`src/core/fsc_pkg.sv`:
```
package fsc_pkg;
  // Serial command opcodes, extended single-line protocol
  localparam logic [7:0] OP_WR_ENABLE = 8'h06;
  localparam logic [7:0] OP_WR_DISABLE = 8'h04;
  localparam logic [7:0] OP_RD_STATUS = 8'h05;
  localparam logic [7:0] OP_WR_STATUS = 8'h01;
  localparam logic [7:0] OP_RD_BOOTCFG = 8'hB5;
  localparam logic [7:0] OP_WR_BOOTCFG = 8'hB1;
  localparam logic [7:0] OP_PROGRAM = 8'h02;
  localparam logic [7:0] OP_SECT_ERASE = 8'hD8;
  localparam logic [7:0] OP_BULK_ERASE = 8'hC7;
  // Status register field positions
  localparam int SR_WIP = 0;
  localparam int SR_WEL = 1;
  localparam int SR_BP0 = 2;
  localparam int SR_BP2 = 4;
  localparam int SR_TB = 5;
  localparam int SR_BP3 = 6;
  localparam int SR_SRWD = 7;
  // Boot configuration field positions
  localparam int CF_DUAL = 2;
  localparam int CF_QUAD = 3;
  localparam int CF_HOLD = 4;
  localparam int CF_DRV_LO = 6;
  localparam int CF_XIP_LO = 9;
  localparam int CF_DUMMY_LO = 12;
  // Values after reset
  localparam logic [7:0] STATUS_RST = 8'h00;
  localparam logic [15:0] BOOTCFG_RST = 16'hFFFF;
  localparam logic [3:0] DUMMY_DEFAULT = 4'h8;
  localparam logic [3:0] DUMMY_ALT_DEFAULT = 4'hF;
  localparam logic [2:0] XIP_OFF = 3'b111;
  localparam logic [2:0] XIP_QUAD_IO = 3'b100;
  localparam logic [2:0] DRV_DEFAULT = 3'b111;
  localparam logic [2:0] DRV_RSVD_A = 3'b000;
  localparam logic [2:0] DRV_RSVD_B = 3'b100;
  localparam logic [1:0] PROTO_EXT = 2'b00;
  localparam logic [1:0] PROTO_DUAL = 2'b01;
  localparam logic [1:0] PROTO_QUAD = 2'b10;
  // Pin sync order: sclk, cs_n, mosi, wp_n
  localparam logic [3:0] SYNC_RST = 4'b1010;
  // Frame bit counts
  localparam logic [5:0] BITS_NONE = 6'h00;
  localparam logic [5:0] BITS_BYTE = 6'h08;
  localparam logic [5:0] BITS_HALF = 6'h10;
  localparam logic [5:0] BITS_ADDR = 6'h18;
  localparam logic [5:0] BITS_ADDR_DATA = 6'h20;
  localparam logic [5:0] BITS_MAX = 6'h3F;
  localparam logic [3:0] OPC_LAST = 4'h7;
  // Busy times
  localparam int CLK_PERIOD_PS = 5000;
  localparam int REG_WRITE_TIME_NS = 5000;
  localparam int ARRAY_OP_TIME_NS = 20000;
  localparam logic [11:0] REG_WRITE_CYC = 12'((REG_WRITE_TIME_NS * 1000) / CLK_PERIOD_PS);
  localparam logic [11:0] ARRAY_OP_CYC = 12'((ARRAY_OP_TIME_NS * 1000) / CLK_PERIOD_PS);
  // Frame engine states
  typedef enum logic [1:0] {ST_OPC, ST_ARG, ST_READ} fsc_state_t;
endpackage

```
`src/core/fsc_regs.sv`:
```
`timescale 1ns/100ps
// What this block does
// - Lock bit plus low protect pin refuses status writes
// - Only raising protect pin or reset releases the lock
// - Top/bottom bit anchors protected area
// - Nonzero block-protect bits block program/erase there
// - Bulk erase only when all protect bits zero
// - Clear write latch inhibits all modifying commands
// - Busy bit high during any write cycle
// - Volatile status bits clear on reset
// - Status read and written by dedicated commands
// - Dummy count from bits 15:12, 0/15 default
// - Bits 11:9 select power-on execute-in-place mode
// - Bits 8:6 hold driver strength, default 111
// - Bit 4 enables hold/reset function
// - Bit 3 low selects quad protocol
// - Bit 2 low selects dual protocol
// - Boot config ships all ones, own commands
// - Quad setting wins over dual setting
// - Working config loaded from boot config at reset
module fsc_regs
  import fsc_pkg::*;
(
  input wire logic ref_clk, // System clock, 200 MHz
  input wire logic rst, // Synchronous reset, acts as power cycle
  input wire logic spi_clk, // Serial clock from host
  input wire logic spi_cs_n, // Chip select, active low
  input wire logic spi_mosi, // Serial data in
  input wire logic wp_n, // Write-protect pin, active low
  output logic spi_miso, // Serial data out
  output logic spi_miso_oe, // High while driving serial out
  output logic wip, // Write cycle in progress
  output logic wel, // Write enable latch
  output logic [3:0] dummy_cycles, // Dummy clocks after fast reads
  output logic [2:0] execute_in_place_mode, // Mode entered after boot
  output logic [2:0] drive_strength, // Output driver code
  output logic hold_reset_en, // Hold/reset function enabled
  output logic [1:0] protocol // Extended, dual or quad
);

  // Pin synchronisers
  logic [3:0] sync1_r; // First stage, feeds only second
  logic [3:0] sync2_r; // Second stage
  logic [3:0] sync3_r; // Third stage
  logic [3:0] flt_r; // Accepted pin levels
  logic [3:0] flt_prev_r; // Levels one cycle earlier

  always_ff @(posedge ref_clk)
  begin
    if (rst)
    begin
      sync1_r <= SYNC_RST;
      sync2_r <= SYNC_RST;
      sync3_r <= SYNC_RST;
    end
    else
    begin
      sync1_r <= {wp_n, spi_mosi, spi_cs_n, spi_clk};
      sync2_r <= sync1_r;
      sync3_r <= sync2_r;
    end
  end

  // Change counts once stages two and three agree
  genvar gi;
  generate
    for (gi = 0; gi < 4; gi++)
    begin : g_filt
      always_ff @(posedge ref_clk)
      begin
        if (rst)
          flt_r[gi] <= SYNC_RST[gi];
        else if (sync2_r[gi] == sync3_r[gi])
          flt_r[gi] <= sync3_r[gi];
      end
    end
  endgenerate

  always_ff @(posedge ref_clk)
  begin
    if (rst)
      flt_prev_r <= SYNC_RST;
    else
      flt_prev_r <= flt_r;
  end

  // Derived link events
  logic sclk_rise; // Serial clock rising
  logic sclk_fall; // Serial clock falling
  logic cs_active; // Frame open
  logic cs_rise; // Frame closed this cycle
  logic mosi_lvl; // Sampled data bit
  logic wp_high; // Protect pin released
  assign sclk_rise = flt_r[0] & ~flt_prev_r[0];
  assign sclk_fall = ~flt_r[0] & flt_prev_r[0];
  assign cs_active = ~flt_r[1];
  assign cs_rise = flt_r[1] & ~flt_prev_r[1];
  assign mosi_lvl = flt_r[2];
  assign wp_high = flt_r[3];

  // Register state
  logic [7:0] sr_nv_r; // Nonvolatile status bits, low two unused
  logic [15:0] cfg_nv_r; // Boot configuration
  logic wel_r; // Write enable latch
  logic busy_r; // Write cycle running
  logic [11:0] busy_cnt_r; // Cycles left in write cycle
  logic boot_r; // One-cycle load strobe after reset
  logic [7:0] status_byte; // Status as read back
  assign status_byte = {sr_nv_r[7:2], wel_r, busy_r};

  // Frame engine state
  fsc_state_t state_r; // Frame phase
  logic [3:0] bit_cnt_r; // Opcode bit count
  logic [7:0] opcode_r; // Received opcode
  logic [5:0] rx_cnt_r; // Bits after opcode, saturating
  logic [23:0] arg_r; // First three argument bytes
  logic [15:0] tx_r; // Readback rotator

  // Protected-area check; 64KB sectors in a 16MB window
  logic [3:0] bp_val; // Block-protect field
  logic [3:0] bp_shift; // Protected sector count exponent
  logic [8:0] prot_size; // Protected sector count
  logic [8:0] sector; // Addressed sector
  logic addr_prot; // Address falls in protected area
  assign bp_val = {sr_nv_r[SR_BP3], sr_nv_r[SR_BP2:SR_BP0]};
  assign bp_shift = bp_val - 4'h1;
  assign prot_size = 9'h001 << bp_shift;
  assign sector = {1'b0, arg_r[23:16]};

  always_comb
  begin
    if (bp_val == 4'h0)
      addr_prot = 1'b0;
    else if (bp_shift >= 4'h8)
      addr_prot = 1'b1; // Whole array covered
    else if (sr_nv_r[SR_TB])
      addr_prot = sector < prot_size; // Bottom anchored
    else
      addr_prot = sector >= (9'h100 - prot_size); // Top anchored
  end

  // Command decisions at frame close
  logic opc_done; // Full opcode seen
  logic wr_ok; // Latch set and idle
  logic hw_lock; // Hardware-protected state
  logic go_wren;
  logic go_wrdi;
  logic go_wrsr;
  logic go_wrcfg;
  logic go_prog;
  logic go_serase;
  logic go_berase;
  logic go_reg; // Register write cycle starts
  logic go_array; // Array cycle starts
  assign opc_done = cs_rise && (state_r != ST_OPC);
  assign wr_ok = wel_r && !busy_r;
  // Only the pin or a reset lifts the lock; status writes are refused meanwhile
  assign hw_lock = sr_nv_r[SR_SRWD] && !wp_high;
  assign go_wren = opc_done && opcode_r == OP_WR_ENABLE && rx_cnt_r == BITS_NONE && !busy_r;
  assign go_wrdi = opc_done && opcode_r == OP_WR_DISABLE && rx_cnt_r == BITS_NONE && !busy_r;
  assign go_wrsr = opc_done && opcode_r == OP_WR_STATUS && rx_cnt_r == BITS_BYTE
                   && wr_ok && !hw_lock;
  assign go_wrcfg = opc_done && opcode_r == OP_WR_BOOTCFG && rx_cnt_r == BITS_HALF
                    && wr_ok;
  assign go_prog = opc_done && opcode_r == OP_PROGRAM && rx_cnt_r >= BITS_ADDR_DATA
                   && wr_ok && !addr_prot;
  assign go_serase = opc_done && opcode_r == OP_SECT_ERASE && rx_cnt_r == BITS_ADDR
                     && wr_ok && !addr_prot;
  assign go_berase = opc_done && opcode_r == OP_BULK_ERASE && rx_cnt_r == BITS_NONE
                     && wr_ok && bp_val == 4'h0;
  assign go_reg = go_wrsr || go_wrcfg;
  assign go_array = go_prog || go_serase || go_berase;

  // Serial receive engine, mode 0: sample on rising edge
  always_ff @(posedge ref_clk)
  begin
    if (rst || !cs_active)
    begin
      state_r <= ST_OPC;
      bit_cnt_r <= 4'h0;
      rx_cnt_r <= BITS_NONE;
    end
    else if (sclk_rise)
    begin
      case (state_r)
        ST_OPC:
        begin
          bit_cnt_r <= bit_cnt_r + 4'h1;
          if (bit_cnt_r == OPC_LAST)
          begin
            // Readback only for the two read commands
            if ({opcode_r[6:0], mosi_lvl} == OP_RD_STATUS
                || {opcode_r[6:0], mosi_lvl} == OP_RD_BOOTCFG)
              state_r <= ST_READ;
            else
              state_r <= ST_ARG;
          end
        end
        ST_ARG:
        begin
          if (rx_cnt_r != BITS_MAX)
            rx_cnt_r <= rx_cnt_r + 6'h01;
        end
        ST_READ:
          state_r <= ST_READ; // Host input ignored while reading
        default:
          state_r <= ST_OPC;
      endcase
    end
  end

  // Opcode and argument capture
  always_ff @(posedge ref_clk)
  begin
    if (rst)
    begin
      opcode_r <= 8'h00;
      arg_r <= 24'h00_0000;
    end
    else if (sclk_rise && cs_active)
    begin
      if (state_r == ST_OPC)
        opcode_r <= {opcode_r[6:0], mosi_lvl};
      else if (state_r == ST_ARG && rx_cnt_r < BITS_ADDR)
        arg_r <= {arg_r[22:0], mosi_lvl}; // Extra data bytes dropped
    end
  end

  // Readback: bits change on falling edge, MSB first, repeating
  always_ff @(posedge ref_clk)
  begin
    if (rst || !cs_active)
    begin
      tx_r <= 16'h0000;
      spi_miso <= 1'b0;
      spi_miso_oe <= 1'b0;
    end
    else if (sclk_rise && state_r == ST_OPC && bit_cnt_r == OPC_LAST)
    begin
      if ({opcode_r[6:0], mosi_lvl} == OP_RD_STATUS)
        tx_r <= {status_byte, status_byte};
      else
        tx_r <= {cfg_nv_r[7:0], cfg_nv_r[15:8]}; // Low byte first
    end
    else if (sclk_fall && state_r == ST_READ)
    begin
      spi_miso <= tx_r[15];
      spi_miso_oe <= 1'b1;
      tx_r <= {tx_r[14:0], tx_r[15]};
    end
  end

  // Nonvolatile status bits; reset stands for the factory state
  always_ff @(posedge ref_clk)
  begin
    if (rst)
      sr_nv_r <= STATUS_RST;
    else if (go_wrsr)
      sr_nv_r <= {arg_r[7:2], 2'b00};
  end

  // Boot configuration, written low byte first
  always_ff @(posedge ref_clk)
  begin
    if (rst)
      cfg_nv_r <= BOOTCFG_RST;
    else if (go_wrcfg)
      cfg_nv_r <= {arg_r[7:0], arg_r[15:8]};
  end

  // Write cycle timer; WIP spans the whole cycle
  always_ff @(posedge ref_clk)
  begin
    if (rst)
    begin
      busy_r <= 1'b0;
      busy_cnt_r <= 12'h000;
    end
    else if (go_reg)
    begin
      busy_r <= 1'b1;
      busy_cnt_r <= REG_WRITE_CYC - 12'h001;
    end
    else if (go_array)
    begin
      busy_r <= 1'b1;
      busy_cnt_r <= ARRAY_OP_CYC - 12'h001;
    end
    else if (busy_r)
    begin
      if (busy_cnt_r == 12'h000)
        busy_r <= 1'b0;
      else
        busy_cnt_r <= busy_cnt_r - 12'h001;
    end
  end

  // Write enable latch; completion clears it
  always_ff @(posedge ref_clk)
  begin
    if (rst)
      wel_r <= 1'b0;
    else if (busy_r && busy_cnt_r == 12'h000)
      wel_r <= 1'b0;
    else if (go_wrdi)
      wel_r <= 1'b0;
    else if (go_wren)
      wel_r <= 1'b1;
  end

  // Status outputs
  always_ff @(posedge ref_clk)
  begin
    if (rst)
    begin
      wip <= 1'b0;
      wel <= 1'b0;
    end
    else
    begin
      wip <= busy_r;
      wel <= wel_r;
    end
  end

  // Load strobe one cycle after reset release
  always_ff @(posedge ref_clk)
  begin
    boot_r <= rst;
  end

  // Working configuration; later writes never reach it, as reset restores all ones first
  always_ff @(posedge ref_clk)
  begin
    if (rst)
    begin
      dummy_cycles <= DUMMY_DEFAULT;
      execute_in_place_mode <= XIP_OFF;
      drive_strength <= DRV_DEFAULT;
      hold_reset_en <= 1'b1;
      protocol <= PROTO_EXT;
    end
    else if (boot_r)
    begin
      if (cfg_nv_r[15:12] == 4'h0 || cfg_nv_r[15:12] == DUMMY_ALT_DEFAULT)
        dummy_cycles <= DUMMY_DEFAULT;
      else
        dummy_cycles <= cfg_nv_r[15:12];
      // Reserved codes fall back to disabled
      if (cfg_nv_r[11:9] > XIP_QUAD_IO)
        execute_in_place_mode <= XIP_OFF;
      else
        execute_in_place_mode <= cfg_nv_r[11:9];
      if (cfg_nv_r[8:6] == DRV_RSVD_A || cfg_nv_r[8:6] == DRV_RSVD_B)
        drive_strength <= DRV_DEFAULT;
      else
        drive_strength <= cfg_nv_r[8:6];
      hold_reset_en <= cfg_nv_r[CF_HOLD];
      if (!cfg_nv_r[CF_QUAD])
        protocol <= PROTO_QUAD;
      else if (!cfg_nv_r[CF_DUAL])
        protocol <= PROTO_DUAL;
      else
        protocol <= PROTO_EXT;
    end
  end
endmodule

```
`config.mk`:
```
export PLATFORM = sky130hd
export DESIGN_NAME = fsc_regs
export DESIGN_NICKNAME = d
export VERILOG_FILES = /design/src/core/fsc_pkg.sv /design/src/core/fsc_regs.sv
export SDC_FILE = /design/constraint.sdc
export NUM_CORES = 1
export LEC_CHECK = 0
export BUFFER_PORTS_ARGS = -buffer_cell sky130_fd_sc_hd__buf_2
export CAP_MARGIN = 15
export CORE_ASPECT_RATIO = 0.5
export CORE_MARGIN = 8
export CORE_UTILIZATION = 65
export DETAILED_ROUTE_END_ITERATION = 10
export PLACE_DENSITY = 0.83
export SYNTH_ARGS = -nofsm -noshare
export SYNTH_HDL_FRONTEND = slang
export SYNTH_SLANG_ARGS = --single-unit
```
`constraint.sdc`:
```
create_clock -name ref_clk -period 5 [get_ports ref_clk]
set_clock_uncertainty 0.15 [all_clocks]
set_input_delay 0.25 -clock ref_clk [delete_from_list [all_inputs] [get_ports ref_clk]]
set_output_delay 0.25 -clock ref_clk [all_outputs]
set_load 0.01 [all_outputs]
```
======== Word-level counts from Yosys, hierarchy flattened ========
Index checks and enable logic that the tools add are counted.
operators by class
  add/subtract/negate cells ............... 5
  order comparisons ....................... 6
  equal/unequal tests ..................... 25
  shift-type cells ........................ 1
  mux-type cells .......................... 22
  bitwise gates (word level) .............. 10
  reduce and logical (&&, ||, !) cells .... 65
operators with widths
  kind                                                                  count
  16-bit 2-to-1 mux                                                     3
  12-bit 2-to-1 mux                                                     3
  1-bit logical AND                                                     34
  8-bit == test, second input constant                                  4
  8-bit by 3-bit == test with 1-bit output, second input constant       3
  6-bit by 5-bit == test with 1-bit output, second input constant       2
  12-bit zero test                                                      1
  12-bit by 1-bit subtractor with 12-bit output, second input constant  1
  10-bit 2-to-1 mux                                                     1
  2-bit AND reduction                                                   5
  8-bit by 9-bit >= comparator with 1-bit output                        1
  8-bit by 9-bit < comparator with 1-bit output                         1
  3-bit AND reduction                                                   3
  1-bit by 4-bit << shifter with 9-bit output, first input constant     1
  9-bit subtractor, first input constant                                1
  8-bit by 1-bit == test with 1-bit output, second input constant       1
  8-bit by 2-bit == test with 1-bit output, second input constant       1
  4-bit zero test                                                       2
  1-bit 2-to-1 mux                                                      8
  1-bit logical OR                                                      7
  1-bit inverter                                                        7
  6-bit by 1-bit adder with 6-bit output, second input constant         1
  6-bit by 4-bit == test with 1-bit output, second input constant       1
  6-bit >= comparator, second input constant                            1
  28 further kinds                                                      41
storage, ports and cells
  bits in registers ....................... 132
  input bits .............................. 6
  output and inout port bits .............. 17

======== Longest topological paths before layout ========
Gate-level depths: netlist of the first run.
  depth after elaboration ................. 13
  depth in mapped cells ................... 11
  mapped depth without buffers ............ 9

======== Worst setup path before layout of the first run ========
OpenSTA, ideal clock, no wires.
  path type ............................... reg2reg
  start ................................... register sr_nv_r[2]
  end ..................................... register busy_cnt_r[6]
  library setup time ...................... 0.124 ns
  arrival ................................. 2.463 ns
  required time ........................... 4.726 ns
  setup slack ............................. 2.263 ns
  cell stages (with the launch flop) ...... 12
  path buffers ............................ 2
  period minus slack after synthesis ...... 2.737 ns
  cell sequence ........................... dfxtp_1 -> clkbuf_1 -> nor2b_1 -> and2_1 -> ha_1 -> nand2b_1 -> a2111oi_0 -> nor4_1 -> o21a_1 -> a311o_1 -> buf_2 -> o2bb2ai_1
on the way
  longest elaborated chain between the ends .. 13
ends and longest elaborated chain
  item                                                                RTL line                          text
  from (decl)                                                         fsc_regs.sv:102                   logic [7:0] sr_nv_r;
  from (signal assigned)                                              fsc_regs.sv:259                   sr_nv_r <= {arg_r[7:2], 2'b00};
  4-bit by 1-bit subtractor with 4-bit output                         fsc_regs.sv:126                   assign bp_shift = bp_val - 4'h1;
  1-bit by 4-bit << shifter with 9-bit output                         fsc_regs.sv:127                   assign prot_size = 9'h001 << bp_shift;
  9-bit subtractor                                                    fsc_regs.sv:139                   addr_prot = sector >= (9'h100 - prot_size);
  8-bit by 9-bit >= comparator with 1-bit output                      fsc_regs.sv:139
  1-bit 2-to-1 mux                                                    fsc_regs.sv:136                   else if (sr_nv_r[SR_TB])
  1-bit 2-to-1 mux                                                    fsc_regs.sv:134                   else if (bp_shift >= 4'h8)
  1-bit 2-to-1 mux                                                    fsc_regs.sv:132                   if (bp_val == 4'h0)
  1-bit zero test                                                     fsc_regs.sv:166, fsc_regs.sv:168
  1-bit logical AND, on equally long branches                         fsc_regs.sv:166, fsc_regs.sv:168
  1-bit logical OR                                                    fsc_regs.sv:172                   assign go_array = go_prog || go_serase || go_berase;
  1-bit logical OR (*)                                                fsc_regs.sv:172
  3-bit inequality test (no line) (tied with other cells)             --
  2-bit AND reduction (no line) or 10-bit 2-to-1 mux (tied branches)  --
  to (signal assigned)                                                fsc_regs.sv:282                   busy_cnt_r <= REG_WRITE_CYC - 12'h001;
  to (signal assigned)                                                fsc_regs.sv:287                   busy_cnt_r <= ARRAY_OP_CYC - 12'h001;
  to (signal assigned)                                                fsc_regs.sv:294                   busy_cnt_r <= busy_cnt_r - 12'h001;
  to (decl)                                                           fsc_regs.sv:106                   logic [11:0] busy_cnt_r;
Every way passes the cells marked *; elsewhere a longest branch is shown, timed or not.
A chain may end at the register's enable or synchronous reset.

======== Worst setup path in the final report of the first run ========
  start ................................... register sr_nv_r[2]
  end ..................................... register busy_cnt_r[2]
Same word-level chain as after synthesis.

==> impl_metrics.env, run 1 <==
export IMPL_grt_max_degree=55
export IMPL_postLayoutSetupSlackWorst_ns=2.06
export IMPL_rows=24
export IMPL_hold_viol=0
export IMPL_drtIter0Drc=590
export IMPL_dp_cells=768
export IMPL_portBuffers=22
export IMPL_antenna_left=0
export IMPL_postCtsSetupRepairBufs=0
export IMPL_rsz0062_at_grt="false"
export IMPL_nets=699
export IMPL_cts_inserted_buffers=17
export IMPL_critPathArrivalTime_ns=3.12
export IMPL_clock_path_buffers=2
export IMPL_routed_via_density=6.04
export IMPL_p_leak_uw=0.00222
export IMPL_synth_fp_nets=687
export IMPL_vias=4844
export IMPL_yosys_cell_types_count=53
export IMPL_ys_flop_type="dfxtp_1"
export IMPL_hp_start="rst"
export IMPL_fmax_ghz=0.340
export IMPL_crit_buf_inv=0
export IMPL_setup_viol=0
export IMPL_netlist_instances=662
export IMPL_crit_start="sr_nv_r[2]$_SDFFE_PP0P_"
export IMPL_pwr_density_cell_mw_per_mm2=351
export IMPL_vdd_drop_max_mv=0.310
export IMPL_grt_pass1_wl_um=22700
export IMPL_clkSinkCount=132
export IMPL_io_pins=23
export IMPL_placed_area_mm2=0.00593
export IMPL_fin_cells=802
export IMPL_min_period_ns=2.94
export IMPL_grt_total_usage_pct=23.5
export IMPL_holdCritPathClass="in2reg"
export IMPL_slew_limit_headroom_pct=31.3
export IMPL_insertedDiodeCount=0
export IMPL_ys_seq_elements=132
export IMPL_grt_pass1_vias=4487
export IMPL_crit_path_start_kind="register"
export IMPL_async_reset_ff_share_pct=0
export IMPL_finalWirelength_um=13700
export IMPL_maxSlewViolCount=0
export IMPL_die_y_um=82.7
export IMPL_ys_seq_area_share_pct=45.7
export IMPL_cap_violations=0
export IMPL_worst_pin_slew_ns=1.03
export IMPL_crit_path_max_incr_delay_ns=0.50
export IMPL_wl_per_cell_um=17.1
export IMPL_post_place_ws_ns=2.14
export IMPL_die_w_um=149
export IMPL_antenna_found_initial=0
export IMPL_syn_avg_cell_area_um2=8.74
export IMPL_crit_type="reg2reg"
export IMPL_gp_congestion=0.883
export IMPL_core_mm2=0.00868
export IMPL_clk_latency_ns=0.41
export IMPL_overflow=0
export IMPL_cts_root_buf="clkbuf_16"
export IMPL_die_area_mm2=0.0124
export IMPL_drc=0
export IMPL_cp_cell_sequence="nor2b_1 > and2_1 > ha_1 > nand2b_1 > a2111oi_0 > nor4_1 > o21a_1 > a311o_1 > a31oi_1"
export IMPL_critPathSlowestCell="dfxtp_1"
export IMPL_yosys_warnings=0
export IMPL_htreeDepth=4
export IMPL_syn_cell_area_mm2=0.00578
export IMPL_crit_required_ns=5.17
export IMPL_final_layout_size_suffix_gt1_share_pct=13.0
export IMPL_cts_clk_slew_worst_paths_ns=0.06
export IMPL_cp_max_fo=13
export IMPL_path_delay_family="compound AO/OA/AOI/OAI gates"
export IMPL_area_growth_pct=13.0
export IMPL_critPathCaptureType="register"
export IMPL_setup_tns_final_ns=0
export IMPL_synth_edf_count=0
export IMPL_r2r_start="sr_nv_r[2]$_SDFFE_PP0P_"
export IMPL_dr_pass1_iters=5
export IMPL_initial_core_util_pct=66.6
export IMPL_outcome="complete, no violations"
export IMPL_design_area_mm2=0.00654
export IMPL_period_share_pct=58.9
export IMPL_place_hpwl_um=8590
export IMPL_tritoncts="built"
==> stage by stage <==
| step | hold WS (ns) | total power, uW | util [%] |
|---|---|---|---|
| CTS | 0.162 | 2300 | 75.3 |
| detailed placement | 0.248 | 1110 | 68.4 |
| floorplan | 0.128 | 1110 | - |
| global placement | 0.241 | 1110 | 68.4 |
| global route | 0.187 | 2360 | 75.3 |
| finish | 0.174 | 2290 | 75.3 |
==> where the power goes <==
group          switching [uW]  leakage [uW]  internal (uW)
registers                4.42       0.00107           1060
clock network             468      0.000272            730
logic                    19.2      0.000877           12.2
==> flip-flops by register name (all words and copies together) (netlist names), 2 cells and up <==
name and flops:
sr_nv_r 6, rx_cnt_r 6, protocol 2, sync3_r 4, busy_cnt_r 12, state_r 2, cfg_nv_r 16, opcode_r 8
drive_strength 3, execute_in_place_mode 3, bit_cnt_r 4, sync2_r 4, dummy_cycles 4, flt_prev_r 2, sync1_r 4, flt_r 2
arg_r 24, tx_r 16
==> per-layer routing <==
| metal | GRT usage [%] | wire length (um) |
|---|---|---|
| met4 | 9.09 | 279 |
| met3 | 5.55 | 930 |
| met1 | 30.5 | 6350 |
| met5 | 0 | 0 |
| met2 | 37.8 | 6120 |
==> placed cells by master (no fill, tap or decap), types with 4 or more instances in the layout <==
cell type / synthesis / routed
a211o_1: 22 / 22
a211oi_1: 5 / 5
a21oi_1: 65 / 65
a22oi_1: 18 / 18
a31oi_1: 13 / 13
and2_1: 8 / 8
buf_2: 3 / 22
buf_4: 0 / 6
clkbuf_16: 0 / 17
dfxtp_1: 132 / 132
dlygate4sd3_1: 0 / 4
ha_1: 19 / 19
inv_1: 8 / 8
mux2_2: 16 / 16
mux2i_1: 8 / 8
nand2_1: 105 / 105
nand2b_1: 9 / 9
nand3_1: 8 / 8
nand3b_1: 9 / 9
nand4_1: 7 / 7
nor2_1: 47 / 46
nor2b_1: 31 / 31
nor3_1: 9 / 9
nor4_1: 7 / 6
o21ai_0: 19 / 19
or2_2: 8 / 8
xnor2_1: 9 / 9
xor2_1: 6 / 6
==> synthesized netlist by cell type, types with 13 or more instances <==
| library cell | count | area share (%) |
|---|---|---|
| clkbuf_1 | 30 | 1.9 |
| o21ai_0 | 19 | 1.6 |
| dfxtp_1 | 132 | 46 |
| mux2_2 | 16 | 3.1 |
| nand2_1 | 105 | 6.8 |
| a31oi_1 | 13 | 1.4 |
| a211o_1 | 22 | 3.3 |
| a21oi_1 | 65 | 5.6 |
| ha_1 | 19 | 4.1 |
| a22oi_1 | 18 | 2.3 |
| nor2b_1 | 31 | 3.4 |
| nor2_1 | 47 | 3.1 |
==> cell families (layout without fill, tap and decap cells) <==
family	Yosys count	in the layout	synth area share (%)
adder cells (fa/ha/maj)	19	19	4.11
XOR/XNOR	15	15	2.27
AND/OR/NAND/NOR	265	265	22.5
AO/OA/AOI/OAI	159	159	17.3
multiplexers	25	25	4.69
buffers and inverters	47	70	3.38
flip-flops	132	132	45.7
==> final timing paths <==
| path | end | slack (ns) | cells past startpoint |
|---|---|---|---|
| worst min-delay path | boot_r$_DFF_P_ | 0.17 | 2 |
| worst min register to register | sync2_r[3]$_SDFF_PP1_ | 0.26 | 1 |
| worst max-delay path | busy_cnt_r[2]$_SDFFE_PP0P_ | 2.06 | 9 |
| worst max register to register | busy_cnt_r[2]$_SDFFE_PP0P_ | 2.06 | 9 |
==> worst reg2reg max path, delay by kind of cell (launching register included) <==
family | cells | cell delay (ns)
AOI/OAI and AO/OA | 4 | 1.35
and+or+nand+nor | 4 | 0.64
DFF | 1 | 0.50
adders and majority gates | 1 | 0.22
==> timing repair <==
| item | 4_1_cts | 5_1_grt |
|---|---|---|
| endpoints found under the hold margin | 4 | 0 |
| gates resized for setup | 0 | 0 |
| hold buffers | 4 | 0 |
==> cell type report <==
| type | instances | area [um^2] |
|---|---|---|
| clock buffers | 18 | 429 |
| clock inverters | 12 | 134 |
| flip-flops and latches | 132 | 2640 |
| fillers | 599 | 2140 |
| repair buffers | 32 | 195 |
| well taps | 117 | 146 |
| inverters | 8 | 30.0 |
| multi-input cells | 483 | 2960 |
(Power assumes the default switching activity.)
==> run 2, diff against run 1 <==
- CORE_UTILIZATION: 65 -> 55
- PLACE_DENSITY: 0.83 -> 0.75
- clock period: 5 -> 2.36 ns (I/O delays scaled with it)
==> run 2 against run 1 <==
The flow now finishes with violations (negative setup slack). Worst setup slack lost 2.2 ns. Core utilization decreased by 7.4 points. Critical path type unchanged. Largest power group unchanged. Sequential power up 110%.
==> impl_metrics.env, run 2 (synthesis results as in run 1) <==
export IMPL_outcome="finished with violations"
export IMPL_violations="negative setup slack"
export IMPL_fmax_ghz=0.396
export IMPL_reg_top3="arg_r: 24 flops, cfg_nv_r: 16 flops, tx_r: 16 flops"
export IMPL_grt_pass1_vias=4659
export IMPL_p_total_uw=4760
export IMPL_antenna_found_initial=0
export IMPL_worst_pin_slew_ns=1.03
export IMPL_final_layout_size_suffix_gt1_share_pct=19.7
export IMPL_core_mm2=0.0102
export IMPL_postLayoutSetupSlackWorst_ns=-0.166
export IMPL_maxSlewViolCount=0
export IMPL_min_period_ns=2.53
export IMPL_grt_total_usage_pct=20.2
export IMPL_rows=26
export IMPL_nFillCells=825
export IMPL_cts_inserted_buffers=17
export IMPL_routed_via_density=5.76
export IMPL_nets=732
export IMPL_gp_congestion=0.897
export IMPL_setup_viol=13
export IMPL_crit_required_ns=2.56
export IMPL_fin_util_pct=67.9
export IMPL_top_register="arg_r"
export IMPL_whs_ns=0.265
export IMPL_p_leak_uw=0.00240
export IMPL_initial_core_util_pct=56.6
export IMPL_path_delay_family="compound AO/OA/AOI/OAI gates"
export IMPL_ff2ff_path_depth=9
export IMPL_reg2reg_slack_ns=-0.17
export IMPL_finalWirelength_um=14000
export IMPL_drtIter0Drc=347
export IMPL_slew_limit_headroom_pct=31.2
export IMPL_htreeDepth=4
export IMPL_fin_cells=860
export IMPL_clock_path_buffers=2
export IMPL_layout_common_cells="128 x dfxtp_1, 105 x nand2_1, 64 x a21oi_1, 44 x nor2_1, 34 x buf_4"
export IMPL_rsz0062_at_grt="true"
export IMPL_crit_type="reg2reg"
export IMPL_place_hpwl_um=9360
export IMPL_io_pins=23
export IMPL_grt_pass1_wl_um=23100
export IMPL_clk_latency_ns=0.42
export IMPL_die_area_mm2=0.0143
export IMPL_cp_max_fo=6
export IMPL_area_growth_pct=20.0
export IMPL_pwr_density_cell_mw_per_mm2=686
export IMPL_crit_buf_inv=0
export IMPL_period_share_pct=107
export IMPL_cp_cell_sequence="nor2_4 > and2_4 > ha_4 > nand2b_4 > a2111oi_4 > nor4_1 > o21a_1 > a311o_2 > a31oi_1"
export IMPL_cts_clk_slew_worst_paths_ns=0.06
export IMPL_tritoncts="built"
export IMPL_drc=0
export IMPL_crit_path_start_kind="register"
export IMPL_critPathCaptureType="register"
export IMPL_setup_tns_final_ns=-1.82
export IMPL_die_w_um=161
export IMPL_largest_register_ffs=24
export IMPL_vdd_drop_max_mv=0.643
export IMPL_critPathSlowestCell="a311o_2"
export IMPL_cap_violations=0
export IMPL_clkSinkCount=132
export IMPL_hold_viol=0
export IMPL_hold_path_depth=1
export IMPL_dr_pass1_iters=5
export IMPL_portBuffers=22
export IMPL_crit_path_max_incr_delay_ns=0.44
export IMPL_final_common_cell="dfxtp_1"
export IMPL_grt_max_degree=48
export IMPL_crit_cells=9
export IMPL_antenna_left=0
export IMPL_die_y_um=88.5
export IMPL_dp_cells=820
export IMPL_overflow=0
export IMPL_cts_root_buf="clkbuf_16"
export IMPL_vias=4951
export IMPL_critPathArrivalTime_ns=2.72
export IMPL_holdCritPathClass="reg2reg"
export IMPL_insertedDiodeCount=0
export IMPL_wl_per_cell_um=16.2
==> run 2: cell count changes in the layout (fill, tap and decap cells not counted), moves of 3 or more <==
cell / change
buf_12: +3
buf_4: +28
dfxtp_1: -4
nor2b_1: -3
o21ai_0: -3
o21ai_1: +3
==> run 2: through the flow <==
step | cell area [um^2] | setup slack (ns)
2_1_floorplan | 5850 | -0.0945
3_3_place_gp | 6250 | -0.245
3_5_place_dp | 6250 | -0.317
4_1_cts | 6900 | -0.168
5_1_grt | 6940 | -0.243
6_report | 6940 | -0.166
==> run 2: power by group <==
group          internal, uW  leakage, uW  switching (uW)
registers              2240      0.00107            8.82
logic                  29.5      0.00107            42.4
clock network          1410     0.000264            1030
total                  3680      0.00240            1080
==> run 2: final timing paths <==
path | startpoint | end
hold / removal | sync1_r[3]$_SDFF_PP1_ | sync2_r[3]$_SDFF_PP1_
setup / recovery | sr_nv_r[6]$_SDFFE_PP0P_ | busy_cnt_r[2]$_SDFFE_PP0P_
setup reg to reg | sr_nv_r[6]$_SDFFE_PP0P_ | busy_cnt_r[2]$_SDFFE_PP0P_
hold reg to reg | sync1_r[3]$_SDFF_PP1_ | sync2_r[3]$_SDFF_PP1_
==> run 2: timing repair <==
item / in CTS / in global routing
setup buffers: 1 / 1
setup endpoints to repair: 13 / 14
cloned: 1 / 0
endpoints found under the hold margin: 11 / 0
pin swaps: 15 / 8
hold buffers: 5 / 0
gates resized for setup: 10 / 9
==> run 2: final cells by class <==
cell class,count,area [um^2],area share [%]
Multi-Input combinational cell,484,3050,44.0
Sequential cell,132,2650,38.2
Timing Repair Buffer,64,475,6.85
Clock buffer,19,453,6.53
Tap cell,140,175,2.52
Clock inverter,13,100,1.44
Inverter,8,30.0,0.433
==> run 2: worst reg2reg max path: cells and delay by family, from the launching register on <==
kind	cells	cell delay (ns)
adders and majority gates	1	0.20
AOI/OAI and AO/OA	4	1.20
DFF	1	0.35
and+or+nand+nor	4	0.56
==> run 2: metal layers <==
metal	part of all wire, %	track usage, %
met1	48	26.3
met2	43	31.3
met3	6.4	5.06
met4	1.9	9.17
met5	0	0
==> run 3, diff against run 2 <==
- CORE_ASPECT_RATIO: 0.5 -> 1.2
==> run 3 against run 2 <==
The flow still finishes with violations (negative setup slack). Clock-buffer cell count rose by 3. Flip-flop and latch count unchanged. Maximum frequency fell by 0.67%. Cell area is 0.69% higher. Non-clock buffer count decreased by 3. Hold slack got worse by 0.25 ns. First-iteration DRC count rose by 23%. Wire length is essentially flat. Sequential share of layout area shrank 0.30 points. Core utilization down 0.51 points. Die area is 1.3% lower. Cell count down 1.7%. Largest power group unchanged.
==> impl_metrics.env, run 3 (synthesis results as in run 1) <==
export IMPL_vias=4978
export IMPL_overflow=0
export IMPL_io_pins=23
export IMPL_top_register="arg_r"
export IMPL_pwr_density_cell_mw_per_mm2=694
export IMPL_setup_tns_final_ns=-1.81
export IMPL_die_w_um=110
export IMPL_cts_inserted_buffers=17
export IMPL_dp_cells=803
export IMPL_path_delay_family="compound AO/OA/AOI/OAI gates"
export IMPL_hold_viol=0
export IMPL_rsz0062_at_grt="true"
export IMPL_core_mm2=0.0104
export IMPL_largest_register_ffs=24
export IMPL_crit_path_start_kind="register"
export IMPL_min_period_ns=2.54
export IMPL_drc=0
export IMPL_holdCritPathClass="in2reg"
export IMPL_critPathSlowestCell="a311o_2"
export IMPL_htreeDepth=4
export IMPL_routed_via_density=5.89
export IMPL_violations="negative setup slack"
export IMPL_nFillCells=805
export IMPL_grt_pass1_wl_um=22600
export IMPL_worst_pin_slew_ns=0.954
export IMPL_portBuffers=22
export IMPL_clock_path_buffers=2
export IMPL_cap_violations=0
export IMPL_fmax_ghz=0.393
export IMPL_grt_total_usage_pct=20.3
export IMPL_gp_congestion=0.892
export IMPL_wl_per_cell_um=16.5
export IMPL_reg_top3="arg_r: 24 flops, cfg_nv_r: 16 flops, tx_r: 16 flops"
export IMPL_initial_core_util_pct=55.8
export IMPL_die_y_um=128
export IMPL_p_total_uw=4850
export IMPL_crit_path_max_incr_delay_ns=0.42
export IMPL_antenna_found_initial=0
export IMPL_cp_cell_sequence="or3_4 > buf_6 > nand3b_1 > ha_4 > a21oi_2 > o22ai_1 > o21a_1 > a311o_2 > and2_1"
export IMPL_clk_latency_ns=0.41
export IMPL_grt_pass1_vias=4782
export IMPL_crit_buf_inv=1
export IMPL_postLayoutSetupSlackWorst_ns=-0.183
export IMPL_crit_required_ns=2.51
export IMPL_vdd_drop_max_mv=0.604
export IMPL_dr_pass1_iters=6
export IMPL_area_growth_pct=20.8
export IMPL_cp_max_fo=7
export IMPL_period_share_pct=108
export IMPL_cts_root_buf="clkbuf_16"
export IMPL_drtIter0Drc=426
export IMPL_post_place_ws_ns=-0.376
export IMPL_grt_max_degree=80
export IMPL_outcome="finished with violations"
export IMPL_maxSlewViolCount=0
export IMPL_setup_viol=13
export IMPL_cts_clk_slew_worst_paths_ns=0.06
export IMPL_finalWirelength_um=13900
export IMPL_place_hpwl_um=9110
export IMPL_slew_limit_headroom_pct=36.2
export IMPL_insertedDiodeCount=0
export IMPL_clkSinkCount=132
export IMPL_crit_type="reg2reg"
export IMPL_tritoncts="built"
export IMPL_fin_cells=845
export IMPL_die_area_mm2=0.0141
export IMPL_rows=41
export IMPL_final_common_cell="dfxtp_1"
export IMPL_critPathArrivalTime_ns=2.69
export IMPL_layout_common_cells="128 x dfxtp_1, 103 x nand2_1, 62 x a21oi_1, 44 x nor2_1, 31 x buf_4"
export IMPL_final_layout_size_suffix_gt1_share_pct=20.3
export IMPL_antenna_left=0
export IMPL_critPathCaptureType="register"
export IMPL_p_leak_uw=0.00242
export IMPL_nets=729
## run 3: cell types whose count changed in the layout (fill, tap and decap cells not counted), sizes merged
| cell | delta |
|---|---|
| clkbuf | +3 |
| bufinv | +2 |
| dlygate4sd3 | -1 |
| buf | -2 |
| clkinv | +1 |
| clkinvlp | -3 |
| inv | -4 |
## run 3: worst paths after layout
kind / start / endpoint / slack (ns) / cells after the start
worst max-delay path: sr_nv_r[3]$_SDFFE_PP0P_ / busy_cnt_r[5]$_SDFFE_PP0P_ / -0.18 / 9
worst min-delay path: rst / boot_r$_DFF_P_ / 0.02 / 2
worst max register to register: sr_nv_r[3]$_SDFFE_PP0P_ / busy_cnt_r[5]$_SDFFE_PP0P_ / -0.18 / 9
worst min register to register: sync1_r[3]$_SDFF_PP1_ / sync2_r[3]$_SDFF_PP1_ / 0.25 / 1
## run 3: through the flow
stage	area [um^2]	utilization, %	hold WS (ns)
after floorplan	5850	-	-0.00428
after global placement	6190	59.7	0.157
after detailed placement	6190	59.7	0.158
after CTS	6950	67.1	0.0217
after global routing	6990	67.4	0.0232
final	6990	67.4	0.0175
## run 3: layout make-up
type / count / area (um^2) / area share [%]
clock inverters: 9 / 105 / 1.50
flip-flops and latches: 132 / 2650 / 37.9
multi-input cells: 484 / 3140 / 44.9
clock buffers: 22 / 464 / 6.65
inverters: 8 / 30.0 / 0.430
repair buffers: 61 / 438 / 6.27
well taps: 129 / 161 / 2.31
## run 3: power breakdown
part | internal (uW) | total (uW) | switching, uW | leakage [uW]
logic | 28.5 | 70.7 | 42.2 | 0.00107
clock network | 1600 | 2530 | 928 | 0.000280
registers | 2240 | 2250 | 8.58 | 0.00107
total | 3870 | 4850 | 979 | 0.00242
## run 3: worst register-to-register path, delay by kind of cell, from the launching register on
family / cells / cell delay, ns
simple gates: 3 / 0.70
fa+ha+maj: 1 / 0.22
buf+inv: 1 / 0.13
flops: 1 / 0.36
compound gates: 4 / 0.87
## run 3: what timing repair did
item,in CTS,in global routing
endpoints found under the hold margin,4,0
cloned,1,0
pin swaps,19,7
gates resized for setup,23,8
buffers inserted,6,0
setup endpoints to repair,13,13
hold buffers,4,0
## run 3: routing by layer
layer | up-vias | global-route usage [%] | routed length, um
met3 | 33 | 4.78 | 794
met4 | 0 | 8.52 | 308
met2 | 177 | 33.5 | 6760
met5 | - | 0 | 0
met1 | 2343 | 24.6 | 6080
li1 | 2425 | - | -
